File: src/spi_pkg.sv
// constants shared by the spi dma, word length and clock format block
package spi_pkg;
	// register byte offsets on the apb
	localparam logic [7:0] CTRL_OFS = 8'h00;
	localparam logic [7:0] STATUS_OFS = 8'h04;
	localparam logic [7:0] DATA_HI_OFS = 8'h08;
	localparam logic [7:0] DATA_LO_OFS = 8'h0C;
	localparam logic [7:0] MATCH_HI_OFS = 8'h10;
	localparam logic [7:0] MATCH_LO_OFS = 8'h14;
	// control register layout
	localparam int CTRL_W = 11;
	localparam logic [10:0] CTRL_RST = 11'h000;
	localparam int EN_BIT = 0;
	localparam int MASTER_BIT = 1;
	localparam int POL_BIT = 2;
	localparam int PHASE_BIT = 3;
	localparam int LSB_BIT = 4;
	localparam int SSOUT_BIT = 5;
	localparam int FAULTEN_BIT = 6;
	localparam int WIDE_BIT = 7;
	localparam int FIFO_BIT = 8;
	localparam int TX_DMA_BIT = 9;
	localparam int RX_DMA_BIT = 10;
	// status register layout
	localparam int RXF_BIT = 0;
	localparam int TXE_BIT = 1;
	localparam int BUSY_BIT = 2;
	// queue depth and burst limits in words
	localparam int QDEPTH = 8;
	localparam logic [3:0] QLIM_ONE = 4'h1;
	localparam logic [3:0] QLIM_WIDE = 4'h4;
	localparam logic [3:0] QLIM_NARROW = 4'h8;
	// serial clock edges per word
	localparam logic [5:0] EDGES_NARROW = 6'h10;
	localparam logic [5:0] EDGES_WIDE = 6'h20;
	// master serial clock half period
	localparam int CLK_PERIOD_NS = 20;
	localparam int SCK_HALF_NS = 80;
	localparam int HALF_CYC = (SCK_HALF_NS + CLK_PERIOD_NS - 1) / CLK_PERIOD_NS;
	localparam logic [7:0] HALF_LOAD = 8'(HALF_CYC - 1);
	// synchroniser reset: select input idles high
	localparam logic [3:0] SYNC_RST = 4'h8;
	typedef enum logic [1:0] {M_IDLE = 2'b00, M_SHIFT = 2'b01, M_TRAIL = 2'b11} mstate_e;
endpackage

File: src/spi_engine_if.sv
// signals between the register file and the serial shift engine
`timescale 1ns/1ps
interface spi_engine_if;
	logic enable, master, polarity, phase, lsb_first, wide, ss_drive, abort, have_data;
	logic take, done, busy;
	logic [15:0] tx_word, rx_word;
	modport ctrl (output enable, master, polarity, phase, lsb_first, wide, ss_drive, abort,
		have_data, tx_word, input take, done, busy, rx_word);
	modport eng (input enable, master, polarity, phase, lsb_first, wide, ss_drive, abort,
		have_data, tx_word, output take, done, busy, rx_word);
endinterface

File: src/spi_dma_length_clock_format.sv
// spi top: apb register file, word queues, dma handshakes and shift engine
`timescale 1ns/1ps
// Operation
// - tx dma request while enabled and tx empty; done clears the flag
// - rx dma request while enabled and rx full; done clears the flag
// - fifo mode takes eight bytes or four words per tx request
// - fifo mode lets one rx request read eight bytes or four words
// - word length is 8 bits when clear, 16 bits when set
// - narrow mode uses low bytes only; high reads zero, writes ignored
// - wide reads freeze both data bytes until the other is read
// - wide data writes go out together once both bytes arrive
// - wide match writes load together; match reads are direct
// - master length change aborts, idles, empties queues, clears rx full and sets tx empty
// - polarity inverts clock; phase picks one of two data timings
// - phase one master select falls half clock early, rises at end
// - phase one slave drives miso once selected, undefined before edge
// - phase one shifts on odd edges and samples on even edges
// - phase one master sends queued data back to back, select low
// - phase zero master select at bit one, rises half clock late
// - phase zero slave drives first bit when selected; sample odd edges
// - word ends after 8 or 16 shifts; data stored, rx full set
module spi_dma_length_clock_format
	import spi_pkg::*;
(
	input wire logic clk,
	input wire logic rst,
	input wire logic psel,
	input wire logic penable,
	input wire logic pwrite,
	input wire logic [7:0] paddr,
	input wire logic [31:0] pwdata,
	output logic [31:0] prdata,
	output logic pready,
	output logic pslverr,
	output logic tx_dma_req,
	input wire logic tx_dma_done,
	output logic rx_dma_req,
	input wire logic rx_dma_done,
	input wire logic serial_clock_in,
	output logic serial_clock_out,
	output logic serial_clock_oe,
	input wire logic mosi_in,
	output logic mosi_out,
	output logic mosi_oe,
	input wire logic miso_in,
	output logic miso_out,
	output logic miso_oe,
	input wire logic slave_select_in_n,
	output logic slave_select_out_n,
	output logic slave_select_oe
);
	spi_engine_if eif();
	logic [CTRL_W-1:0] ctrl_q, ctrl_d;
	logic txe_q, txe_d, rxf_q, rxf_d;
	logic [15:0] tq_mem_q [QDEPTH];
	logic [15:0] tq_mem_d [QDEPTH];
	logic [15:0] rq_mem_q [QDEPTH];
	logic [15:0] rq_mem_d [QDEPTH];
	logic [2:0] tq_wp_q, tq_wp_d, tq_rp_q, tq_rp_d, rq_wp_q, rq_wp_d, rq_rp_q, rq_rp_d;
	logic [3:0] tq_cnt_q, tq_cnt_d, rq_cnt_q, rq_cnt_d, limit;
	logic [15:0] wbuf_q, wbuf_d, mbuf_q, mbuf_d, match_q, match_d, hold_q, hold_d;
	logic whi_q, whi_d, wlo_q, wlo_d, mhi_q, mhi_d, mlo_q, mlo_d;
	logic hold_v_q, hold_v_d, hold_hi_q, hold_hi_d;
	logic [31:0] prdata_q, prdata_d;
	logic setup, acc_wr, acc_rd, mapped;
	logic hit_ctrl, hit_stat, hit_dh, hit_dl, hit_mh, hit_ml;
	logic wide, abort, push, pop, rx_ok;
	logic [15:0] push_word, rx_head, rd_word;

	////////////////////////////////////////////////////////////////////////////////
	// apb decode; zero wait states, so read data is captured in the setup cycle
	assign setup = psel && !penable;
	assign acc_wr = psel && penable && pwrite;
	assign acc_rd = psel && penable && !pwrite;
	assign hit_ctrl = (paddr == CTRL_OFS);
	assign hit_stat = (paddr == STATUS_OFS);
	assign hit_dh = (paddr == DATA_HI_OFS);
	assign hit_dl = (paddr == DATA_LO_OFS);
	assign hit_mh = (paddr == MATCH_HI_OFS);
	assign hit_ml = (paddr == MATCH_LO_OFS);
	assign mapped = hit_ctrl || hit_stat || hit_dh || hit_dl || hit_mh || hit_ml;
	assign pready = 1'b1;
	assign pslverr = psel && penable && !mapped;
	assign prdata = prdata_q;

	assign wide = ctrl_q[WIDE_BIT];
	assign limit = !ctrl_q[FIFO_BIT] ? QLIM_ONE : (wide ? QLIM_WIDE : QLIM_NARROW);
	assign rx_head = rq_mem_q[rq_rp_q];
	assign rd_word = hold_v_q ? hold_q : rx_head;

	assign tx_dma_req = ctrl_q[TX_DMA_BIT] && ctrl_q[EN_BIT] && txe_q;
	assign rx_dma_req = ctrl_q[RX_DMA_BIT] && ctrl_q[EN_BIT] && rxf_q;

	////////////////////////////////////////////////////////////////////////////////
	// engine hookup; select output needs both the output and fault enables
	assign eif.enable = ctrl_q[EN_BIT];
	assign eif.master = ctrl_q[MASTER_BIT];
	assign eif.polarity = ctrl_q[POL_BIT];
	assign eif.phase = ctrl_q[PHASE_BIT];
	assign eif.lsb_first = ctrl_q[LSB_BIT];
	assign eif.wide = wide;
	assign eif.ss_drive = ctrl_q[SSOUT_BIT] && ctrl_q[FAULTEN_BIT];
	assign eif.abort = abort;
	assign eif.have_data = (tq_cnt_q != 4'h0);
	assign eif.tx_word = tq_mem_q[tq_rp_q];

	spi_shift_engine u_engine (
		.clk(clk),
		.rst(rst),
		.eif(eif.eng),
		.serial_clock_in(serial_clock_in),
		.serial_clock_out(serial_clock_out),
		.serial_clock_oe(serial_clock_oe),
		.mosi_in(mosi_in),
		.mosi_out(mosi_out),
		.mosi_oe(mosi_oe),
		.miso_in(miso_in),
		.miso_out(miso_out),
		.miso_oe(miso_oe),
		.slave_select_in_n(slave_select_in_n),
		.slave_select_out_n(slave_select_out_n),
		.slave_select_oe(slave_select_oe)
	);

	////////////////////////////////////////////////////////////////////////////////
	// register writes, byte pairing and read side effects
	always_comb
	begin
		ctrl_d = ctrl_q;
		wbuf_d = wbuf_q;
		whi_d = whi_q;
		wlo_d = wlo_q;
		mbuf_d = mbuf_q;
		mhi_d = mhi_q;
		mlo_d = mlo_q;
		match_d = match_q;
		hold_d = hold_q;
		hold_v_d = hold_v_q;
		hold_hi_d = hold_hi_q;
		prdata_d = prdata_q;
		abort = 1'b0;
		push = 1'b0;
		pop = 1'b0;
		push_word = 16'h0000;
		if (acc_wr && hit_ctrl)
		begin
			ctrl_d = pwdata[CTRL_W-1:0];
			abort = ctrl_q[MASTER_BIT] && (pwdata[WIDE_BIT] != wide);
		end
		if (acc_wr && hit_dl && !wide)
		begin
			push = 1'b1;
			push_word = {8'h00, pwdata[7:0]};
		end
		if (acc_wr && wide && (hit_dh || hit_dl))
		begin
			if (hit_dh)
				wbuf_d[15:8] = pwdata[7:0];
			else
				wbuf_d[7:0] = pwdata[7:0];
			whi_d = whi_q || hit_dh;
			wlo_d = wlo_q || hit_dl;
			if (whi_d && wlo_d)
			begin
				push = 1'b1;
				push_word = wbuf_d;
				whi_d = 1'b0;
				wlo_d = 1'b0;
			end
		end
		if (acc_wr && hit_ml && !wide)
			match_d = {8'h00, pwdata[7:0]};
		if (acc_wr && wide && (hit_mh || hit_ml))
		begin
			if (hit_mh)
				mbuf_d[15:8] = pwdata[7:0];
			else
				mbuf_d[7:0] = pwdata[7:0];
			mhi_d = mhi_q || hit_mh;
			mlo_d = mlo_q || hit_ml;
			if (mhi_d && mlo_d)
			begin
				match_d = mbuf_d;
				mhi_d = 1'b0;
				mlo_d = 1'b0;
			end
		end
		if (acc_rd && wide && (hit_dh || hit_dl))
		begin
			if (!hold_v_q)
			begin
				hold_d = rx_head;
				hold_v_d = 1'b1;
				hold_hi_d = hit_dh;
			end
			else if (hold_hi_q != hit_dh)
			begin
				hold_v_d = 1'b0;
				pop = 1'b1;
			end
		end
		if (acc_rd && !wide && hit_dl)
			pop = 1'b1;
		// read data is latched in setup; high bytes stay zero in narrow mode
		if (setup)
		begin
			prdata_d = 32'h0000_0000;
			if (hit_ctrl)
				prdata_d[CTRL_W-1:0] = ctrl_q;
			if (hit_stat)
			begin
				prdata_d[RXF_BIT] = rxf_q;
				prdata_d[TXE_BIT] = txe_q;
				prdata_d[BUSY_BIT] = eif.busy;
			end
			if (hit_dh && wide)
				prdata_d[7:0] = rd_word[15:8];
			if (hit_dl)
				prdata_d[7:0] = rd_word[7:0];
			if (hit_mh && wide)
				prdata_d[7:0] = match_q[15:8];
			if (hit_ml)
				prdata_d[7:0] = match_q[7:0];
		end
		if (abort)
		begin
			whi_d = 1'b0;
			wlo_d = 1'b0;
			hold_v_d = 1'b0;
			push = 1'b0;
			pop = 1'b0;
		end
	end

	always_ff @(posedge clk or posedge rst)
		if (rst)
		begin
			ctrl_q <= CTRL_RST;
			wbuf_q <= 16'h0000;
			whi_q <= 1'b0;
			wlo_q <= 1'b0;
			mbuf_q <= 16'h0000;
			mhi_q <= 1'b0;
			mlo_q <= 1'b0;
			match_q <= 16'h0000;
			hold_q <= 16'h0000;
			hold_v_q <= 1'b0;
			hold_hi_q <= 1'b0;
			prdata_q <= 32'h0000_0000;
		end
		else
		begin
			ctrl_q <= ctrl_d;
			wbuf_q <= wbuf_d;
			whi_q <= whi_d;
			wlo_q <= wlo_d;
			mbuf_q <= mbuf_d;
			mhi_q <= mhi_d;
			mlo_q <= mlo_d;
			match_q <= match_d;
			hold_q <= hold_d;
			hold_v_q <= hold_v_d;
			hold_hi_q <= hold_hi_d;
			prdata_q <= prdata_d;
		end

	////////////////////////////////////////////////////////////////////////////////
	// transmit queue; a write beyond the burst depth is dropped, not stalled
	always_comb
	begin
		tq_mem_d = tq_mem_q;
		tq_wp_d = tq_wp_q;
		tq_rp_d = tq_rp_q;
		tq_cnt_d = tq_cnt_q;
		if (push && (tq_cnt_q < limit))
		begin
			tq_mem_d[tq_wp_q] = push_word;
			tq_wp_d = tq_wp_q + 3'h1;
			tq_cnt_d = tq_cnt_d + 4'h1;
		end
		if (eif.take)
		begin
			tq_rp_d = tq_rp_q + 3'h1;
			tq_cnt_d = tq_cnt_d - 4'h1;
		end
		if (abort)
		begin
			tq_wp_d = 3'h0;
			tq_rp_d = 3'h0;
			tq_cnt_d = 4'h0;
		end
		txe_d = abort || (eif.take && (tq_cnt_d == 4'h0)) || (txe_q && !tx_dma_done && !push);
	end

	always_ff @(posedge clk or posedge rst)
		if (rst)
		begin
			tq_mem_q <= '{default: 16'h0000};
			tq_wp_q <= 3'h0;
			tq_rp_q <= 3'h0;
			tq_cnt_q <= 4'h0;
			txe_q <= 1'b1;
		end
		else
		begin
			tq_mem_q <= tq_mem_d;
			tq_wp_q <= tq_wp_d;
			tq_rp_q <= tq_rp_d;
			tq_cnt_q <= tq_cnt_d;
			txe_q <= txe_d;
		end

	////////////////////////////////////////////////////////////////////////////////
	// receive queue; a word arriving when the queue is full is lost
	always_comb
	begin
		rq_mem_d = rq_mem_q;
		rq_wp_d = rq_wp_q;
		rq_rp_d = rq_rp_q;
		rq_cnt_d = rq_cnt_q;
		rx_ok = eif.done && (rq_cnt_q < limit) && !abort;
		if (rx_ok)
		begin
			rq_mem_d[rq_wp_q] = eif.rx_word;
			rq_wp_d = rq_wp_q + 3'h1;
			rq_cnt_d = rq_cnt_d + 4'h1;
		end
		if (pop && (rq_cnt_q != 4'h0))
		begin
			rq_rp_d = rq_rp_q + 3'h1;
			rq_cnt_d = rq_cnt_d - 4'h1;
		end
		if (abort)
		begin
			rq_wp_d = 3'h0;
			rq_rp_d = 3'h0;
			rq_cnt_d = 4'h0;
		end
		rxf_d = rx_ok || (rxf_q && !abort && !rx_dma_done && !(pop && (rq_cnt_d == 4'h0)));
	end

	always_ff @(posedge clk or posedge rst)
		if (rst)
		begin
			rq_mem_q <= '{default: 16'h0000};
			rq_wp_q <= 3'h0;
			rq_rp_q <= 3'h0;
			rq_cnt_q <= 4'h0;
			rxf_q <= 1'b0;
		end
		else
		begin
			rq_mem_q <= rq_mem_d;
			rq_wp_q <= rq_wp_d;
			rq_rp_q <= rq_rp_d;
			rq_cnt_q <= rq_cnt_d;
			rxf_q <= rxf_d;
		end
endmodule // spi_dma_length_clock_format

File: src/spi_shift_engine.sv
// serial shift engine: master clocking, slave edge tracking, four clock formats
`timescale 1ns/1ps
module spi_shift_engine
	import spi_pkg::*;
(
	input wire logic clk,
	input wire logic rst,
	spi_engine_if.eng eif,
	input wire logic serial_clock_in,
	output logic serial_clock_out,
	output logic serial_clock_oe,
	input wire logic mosi_in,
	output logic mosi_out,
	output logic mosi_oe,
	input wire logic miso_in,
	output logic miso_out,
	output logic miso_oe,
	input wire logic slave_select_in_n,
	output logic slave_select_out_n,
	output logic slave_select_oe
);
	mstate_e st_q, st_d;
	logic [3:0] s1_q, s2_q;
	logic [7:0] tmr_q, tmr_d;
	logic [5:0] edge_q, edge_d, nedge;
	logic [15:0] sr_q, sr_d, rx_q, rx_d, fin;
	logic samp_q, samp_d, lvl_q, lvl_d, ss_q, ss_d, load_q, load_d, done_q, done_d;
	logic prev_q, ev, last, din, outbit;

	// insert the received bit at the far end of the word
	function automatic logic [15:0] shift_in(input logic [15:0] v, input logic b,
		input logic w, input logic lsbf);
		if (!lsbf)
			return {v[14:0], b};
		return w ? {b, v[15:1]} : {8'h00, b, v[7:1]};
	endfunction

	assign outbit = eif.lsb_first ? sr_q[0] : (eif.wide ? sr_q[15] : sr_q[7]);
	assign din = eif.master ? s2_q[2] : s2_q[1];
	assign eif.done = done_q;
	assign eif.rx_word = rx_q;
	assign eif.busy = (st_q != M_IDLE) || load_q;
	assign serial_clock_out = eif.polarity ^ lvl_q;
	assign serial_clock_oe = eif.enable && eif.master;
	assign mosi_out = outbit;
	assign mosi_oe = eif.enable && eif.master;
	assign miso_out = outbit;
	assign miso_oe = eif.enable && !eif.master && !s2_q[3];
	assign slave_select_out_n = ss_q;
	assign slave_select_oe = eif.enable && eif.master && eif.ss_drive;

	////////////////////////////////////////////////////////////////////////////////
	// pins cross into clk through two flops; edge detection looks only at the second
	always_ff @(posedge clk or posedge rst)
		if (rst)
		begin
			s1_q <= SYNC_RST;
			s2_q <= SYNC_RST;
			prev_q <= 1'b0;
		end
		else
		begin
			s1_q <= {slave_select_in_n, miso_in, mosi_in, serial_clock_in};
			s2_q <= s1_q;
			prev_q <= s2_q[0];
		end

	////////////////////////////////////////////////////////////////////////////////
	// one engine serves both roles; an edge is a master timer expiry or a slave clock change
	always_comb
	begin
		st_d = st_q;
		tmr_d = tmr_q;
		edge_d = edge_q;
		sr_d = sr_q;
		samp_d = samp_q;
		lvl_d = lvl_q;
		ss_d = ss_q;
		load_d = load_q;
		rx_d = rx_q;
		done_d = 1'b0;
		eif.take = 1'b0;
		ev = 1'b0;
		last = 1'b0;
		fin = sr_q;
		nedge = edge_q + 6'h01;
		if (eif.master)
		begin
			unique case (st_q)
				M_IDLE:
					if (eif.have_data)
					begin
						eif.take = 1'b1;
						sr_d = eif.tx_word;
						ss_d = 1'b0;
						tmr_d = HALF_LOAD;
						edge_d = 6'h00;
						st_d = M_SHIFT;
					end
				M_SHIFT:
					if (tmr_q == 8'h00)
					begin
						ev = 1'b1;
						tmr_d = HALF_LOAD;
						lvl_d = !lvl_q;
					end
					else
						tmr_d = tmr_q - 8'h01;
				M_TRAIL:
					if (tmr_q == 8'h00)
					begin
						ss_d = 1'b1;
						st_d = M_IDLE;
					end
					else
						tmr_d = tmr_q - 8'h01;
				default:
					st_d = M_IDLE;
			endcase
		end
		else if (s2_q[3])
		begin
			edge_d = 6'h00;
			load_d = 1'b0;
		end
		else if (!load_q)
		begin
			eif.take = eif.have_data;
			sr_d = eif.have_data ? eif.tx_word : 16'h0000;
			load_d = 1'b1;
		end
		else
			ev = (s2_q[0] != prev_q);
		if (ev)
		begin
			edge_d = nedge;
			last = (nedge == (eif.wide ? EDGES_WIDE : EDGES_NARROW));
			if (nedge[0] != eif.phase)
				samp_d = din;
			else if (nedge != 6'h01)
				fin = shift_in(sr_q, samp_q, eif.wide, eif.lsb_first);
			if (last && eif.phase)
				fin = shift_in(sr_q, din, eif.wide, eif.lsb_first);
			sr_d = fin;
			if (last)
			begin
				done_d = 1'b1;
				rx_d = eif.wide ? fin : {8'h00, fin[7:0]};
				edge_d = 6'h00;
				load_d = 1'b0;
				if (eif.master && eif.phase && eif.have_data)
				begin
					eif.take = 1'b1;
					sr_d = eif.tx_word;
				end
				else if (eif.master)
					st_d = M_TRAIL;
			end
		end
		if (eif.abort || !eif.enable)
		begin
			st_d = M_IDLE;
			ss_d = 1'b1;
			lvl_d = 1'b0;
			edge_d = 6'h00;
			load_d = 1'b0;
			done_d = 1'b0;
			eif.take = 1'b0;
		end
	end

	always_ff @(posedge clk or posedge rst)
		if (rst)
		begin
			st_q <= M_IDLE;
			tmr_q <= 8'h00;
			edge_q <= 6'h00;
			sr_q <= 16'h0000;
			rx_q <= 16'h0000;
			samp_q <= 1'b0;
			lvl_q <= 1'b0;
			ss_q <= 1'b1;
			load_q <= 1'b0;
			done_q <= 1'b0;
		end
		else
		begin
			st_q <= st_d;
			tmr_q <= tmr_d;
			edge_q <= edge_d;
			sr_q <= sr_d;
			rx_q <= rx_d;
			samp_q <= samp_d;
			lvl_q <= lvl_d;
			ss_q <= ss_d;
			load_q <= load_d;
			done_q <= done_d;
		end
endmodule // spi_shift_engine

File: config.mk
export PLATFORM = sky130hd
export DESIGN_NAME = spi_dma_length_clock_format
export DESIGN_NICKNAME = d
export VERILOG_FILES = /design/src/spi_pkg.sv /design/src/spi_engine_if.sv /design/src/spi_dma_length_clock_format.sv /design/src/spi_shift_engine.sv
export SDC_FILE = /design/constraint.sdc
export NUM_CORES = 1
export LEC_CHECK = 0
export ABC_CLOCK_PERIOD_IN_PS = 25300
export BUFFER_PORTS_ARGS = -buffer_cell sky130_fd_sc_hd__buf_2
export CORE_ASPECT_RATIO = 0.5
export CORE_MARGIN = 1
export CORE_UTILIZATION = 67
export DETAILED_ROUTE_END_ITERATION = 7
export HOLD_SLACK_MARGIN = 0.06
export PLACE_DENSITY = 0.84
export SYNTH_ARGS = -nofsm -noshare
export SYNTH_HDL_FRONTEND = slang
export SYNTH_SLANG_ARGS = --single-unit
File: constraint.sdc
create_clock -name clk -period 25.3 [get_ports clk]
set_input_delay 1.265 -clock clk [delete_from_list [all_inputs] [get_ports clk]]
set_output_delay 1.265 -clock clk [all_outputs]
set_load 0.005 [all_outputs]
==> metrics.md <==
| Metric | Value |
|---|---|
| Status | `finished, final reports clean` |
| Clock Power Share | `0.390` |
| Routed wire length | `between 50,000 and 60,000 µm` |
| Initial Util | `0.687` |
| Resized cells post-CTS | `0` |
| First-pass GRT wire length | `80,900 µm` |
| RD Place Congestion | `0.905` |
| Syn_area_per_cell | `11.2 µm²` |
| Pre-CTS WS | `approximately 20 ns` |
| Reg2reg setup slack | `approximately 21 ns` |
| Initial antenna violation count | `3` |
| Root buf cell | `clkbuf_16` |
| Final nets | `1,929` |
| Routed wl met3 | `3640 µm` |
| Top cells by area, synth | `dfrtp_1 51%, mux2_2 10%, mux4_2 6.9%` |
| # Max-Cap Violations | `0` |
| WHS | `0.353 ns` |
| Antenna Violating Nets Remaining | `0` |
| Hold WC Path Type | `flop to flop` |
| Vias per cell | `6.45` |
| Num ports | `95` |
| CTS clock-pin slew for the worst setup and hold paths | `approximately 0.070 ns` |
| Unique masters post-synth | `80` |
| RSZ-0062 raised after global routing | `no` |
| GRT Total Usage | `0.328` |
| Element type at the critical path start | `primary input` |
| R2R depth | `7` |
| Crit end category | `flop` |
| GR Overflow Total | `0` |
| Fill cells | `1,979` |
| Via count | `15.0k` |
| Yosys top cell by area | `dfrtp_1` |
| RR Endpoint | `rq_mem_q[37]` |
| Largest net degree at the start of global routing | `179` |
| Num CTS Buffers | `38` |
| Post-synth EDFFs | `0` |
| Longest Clk Path Bufs | `3` |
| Crit Path Category | `primary input to flop` |
| Initial DRC Count | `approximately 1.8k` |
| Worst endpoint data arrival time | `5.01 ns` |
| Residual DRC | `0` |
| Worst-path fanout max | `24` |
| M1 WL | `between 20,000 and 25,000 µm` |
| Reg power frac | `0.501` |
| Post-route cell area | `~23,000 µm²` |
| Die width | `between 200 and 300 µm` |
| DRT Pass-1 Iters | `5` |
| Post-Syn Area | `~21,000 µm²` |
| Later-pin clock latency in the skew report | `0.55 ns` |
| Length of routed met2 wiring | `24,200 µm` |
| Setup TNS | `0 ns` |
| Worst hold endpoint | `u_engine.s2_q[2]` |
| Reg2Reg Launch Point | `ctrl_q[7]` |
| FF+latch count, synth | `432` |
| Die ar. | `32,000 µm²` |
| WHS Path Cells | `0` |
| Fmax | `218 MHz` |
| Area growth syn-to-layout | `8.04%` |
| Final Hold Fails | `0` |
| Yosys Warn Count | `0` |
| Seq/Total Area, Yosys | `0.516` |
| Slew Limit Fails | `0` |
| Layout cells sized above 1 | `0.226` |
| Minimum clock period after layout | `around 4.6 ns` |
| Chip height | `127 µm` |
| Pwr dens | `about 66 nW/µm²` |
| Port bufs | `51` |
| DR WL/cell | `about 22 µm` |
| Vias in the first global route | `14.6k` |
| Internal power | `~0.0011 W` |
| Core area | `30,500 µm²` |
| Dpl cell area | `21,400 µm²` |
| Relative slew slack | `0.137` |
| Clk_skew | `0.0275 ns` |
| Mapped Cells | `1,868` |
| Setup WS post-layout | `20.71 ns` |
| Final Cycle Share | `0.182` |
| Switching Share | `0.263` |
| Async S/R FF share, synth | `1.00` |
| Worst Hold Launch | `u_engine.s1_q[2]` |
| Share of the synthesized area in the top cell type | `0.511` |
| Final setup fails | `0` |
| Worst-Margin Slew | `roughly 1.3 ns` |
| Uppermost layer routed | `met4` |
| Static leakage | `10.5 nW` |
| Post-DP HPWL | `33,100 µm` |
| Max VDD drop | `0.0499 mV` |
| Clock tree sinks | `roughly 430` |
| CTS H-tree depth | `2` |
| Post-CTS setup buffers | `0` |
| Post-synth top flop | `dfrtp_1` |
| Switch Pwr | `just under 0.0004 W` |
| Hold-fix buffers at CTS | `0` |
| Crit path required time | `25.72 ns` |
| Row count | `45` |
| Combinational Power Share | `0.109` |
| CTS tree | `yes` |
[cell usage after synthesis (5+ instances only)]
cell type  count
a211oi_1       6
a21oi_1       68
a221o_1       12
a22o_1         5
a22oi_1       14
a31oi_1       14
and2_1         6
and3_1        10
buf_1         15
buf_2         23
buf_4         29
clkbuf_1      70
dfrtp_1      428
ha_1          16
inv_1         19
mux2_2       193
mux2i_1       57
mux4_2        64
nand2_1      328
nand2b_1      11
nand3_1       27
nand3b_1       5
nand4_1       10
nand4b_1       9
nor2_1       124
nor2b_1        6
nor3_1        11
nor4_2         5
o211ai_1       5
o21ai_0      124
o21ai_1        8
o22ai_1       17
o31ai_1        6
xnor2_1       16
xor2_1        15
[cell type report]
cell class                 instances  area [µm²]  share of cell area
multi-input combinational       1299        9560               0.422
inverter                          20        82.6             0.00365
timing repair buffer              71         418              0.0185
sequential                       432       10800               0.478
clock buffer                      57        1110              0.0492
tap                              423         529              0.0234
antenna                            8        20.0            0.000884
clock inverter                    11         109             0.00481
[per-stage QoR]
stage / total power (W) / utilization / std cells
global route: 0.00155 / 0.742 / 2316
finish: 0.00150 / 0.742 / 2321
CTS: 0.00150 / 0.741 / 2313
detailed placement: 0.000927 / 0.701 / 2245
global placement: 0.000922 / 0.701 / 2245
floorplan: 0.000886 / - / 1888
[critical path, stage by stage]
cell	delay, ns
buf_2	0.09
or4_1	0.71
nor4b_4	0.56
nand4b_1	0.70
nor2_1	0.44
nand2_1	0.69
mux2_2	0.53
[per-layer routing]
| layer | up-vias | track usage |
|---|---|---|
| met4 | 0 | 0.114 |
| met1 | 7606 | 0.469 |
| met2 | 631 | 0.518 |
| li1 | 6619 | - |
| met3 | 106 | 0.0534 |
| met5 | - | 0 |
[worst max-delay path by stage]
stage,from,endpoint,cells after the start
6_report,paddr[7],tq_mem_q[122],7
5_1_grt,paddr[7],tq_mem_q[122],7
4_1_cts,paddr[7],tq_mem_q[122],7
3_5_place_dp,paddr[7],tq_mem_q[122],7
3_3_place_gp,paddr[7],tq_mem_q[125],7
2_1_floorplan,rst,ctrl_q[0],1
[power by group through the flow]
| stage | clock [W] | combinational, W | sequential (W) |
|---|---|---|---|
| after CTS | 0.000589 | 0.000164 | 0.000752 |
| final | 0.000586 | 0.000164 | 0.000753 |
| after global placement | 0 | 0.000158 | 0.000764 |
| after floorplan | 0 | 0.000145 | 0.000741 |
| after global routing | 0.000615 | 0.000180 | 0.000756 |
| after detailed placement | 0 | 0.000162 | 0.000765 |
[placed cells by master, fill, tap and decap left out, types with 9 or more instances in the layout]
| master | Yosys | routed |
|---|---|---|
| o22ai_1 | 17 | 17 |
| conb_1 | 2 | 22 |
| a221o_1 | 12 | 12 |
| xor2_1 | 15 | 15 |
| mux2i_1 | 57 | 57 |
| nand4_1 | 10 | 10 |
| mux2_2 | 193 | 193 |
| ha_1 | 16 | 16 |
| and3_1 | 10 | 10 |
| clkbuf_16 | 0 | 39 |
| xnor2_1 | 16 | 16 |
| a22oi_1 | 14 | 14 |
| nor3_1 | 11 | 11 |
| nor2_1 | 124 | 124 |
| nand4b_1 | 9 | 9 |
| clkbuf_1 | 70 | 11 |
| nand2_1 | 328 | 328 |
| buf_2 | 23 | 51 |
| buf_4 | 29 | 19 |
| nand3_1 | 27 | 27 |
| inv_1 | 19 | 18 |
| nand2b_1 | 11 | 11 |
| a21oi_1 | 68 | 68 |
| o21ai_0 | 124 | 124 |
| a31oi_1 | 14 | 13 |
| mux4_2 | 64 | 64 |
| dfrtp_1 | 428 | 426 |
[flip-flops by register name, summed over array words and instances (netlist names), 2 cells and up]
register              cells
hold_q                   16
ctrl_q                   11
u_engine.edge_q           6
mbuf_q                   16
rq_cnt_q                  4
u_engine.s2_q             4
u_engine.s1_q             4
rq_rp_q                   3
u_engine.st_q             2
wbuf_q                   16
tq_rp_q                   3
u_engine.sr_q            16
tq_wp_q                   3
rq_mem_q                128
tq_mem_q                128
tq_cnt_q                  4
u_engine.tmr_q            8
prdata                   11
u_engine.eif.rx_word     16
match_q                  16
rq_wp_q                   3
[cell families after synthesis]
| family | count (synthesis) | share of synthesized area |
|---|---|---|
| buffers and inverters | 157 | 0.0347 |
| and+or+nand+nor | 604 | 0.136 |
| AOI/OAI and AO/OA | 312 | 0.0910 |
| DFF | 432 | 0.516 |
| xor gates and xnor gates | 31 | 0.0130 |
| adders and majority gates | 16 | 0.00955 |
| other | 2 | 0.000358 |
| muxes | 314 | 0.200 |
No activity file was read; power rests on OpenSTA's default activity.
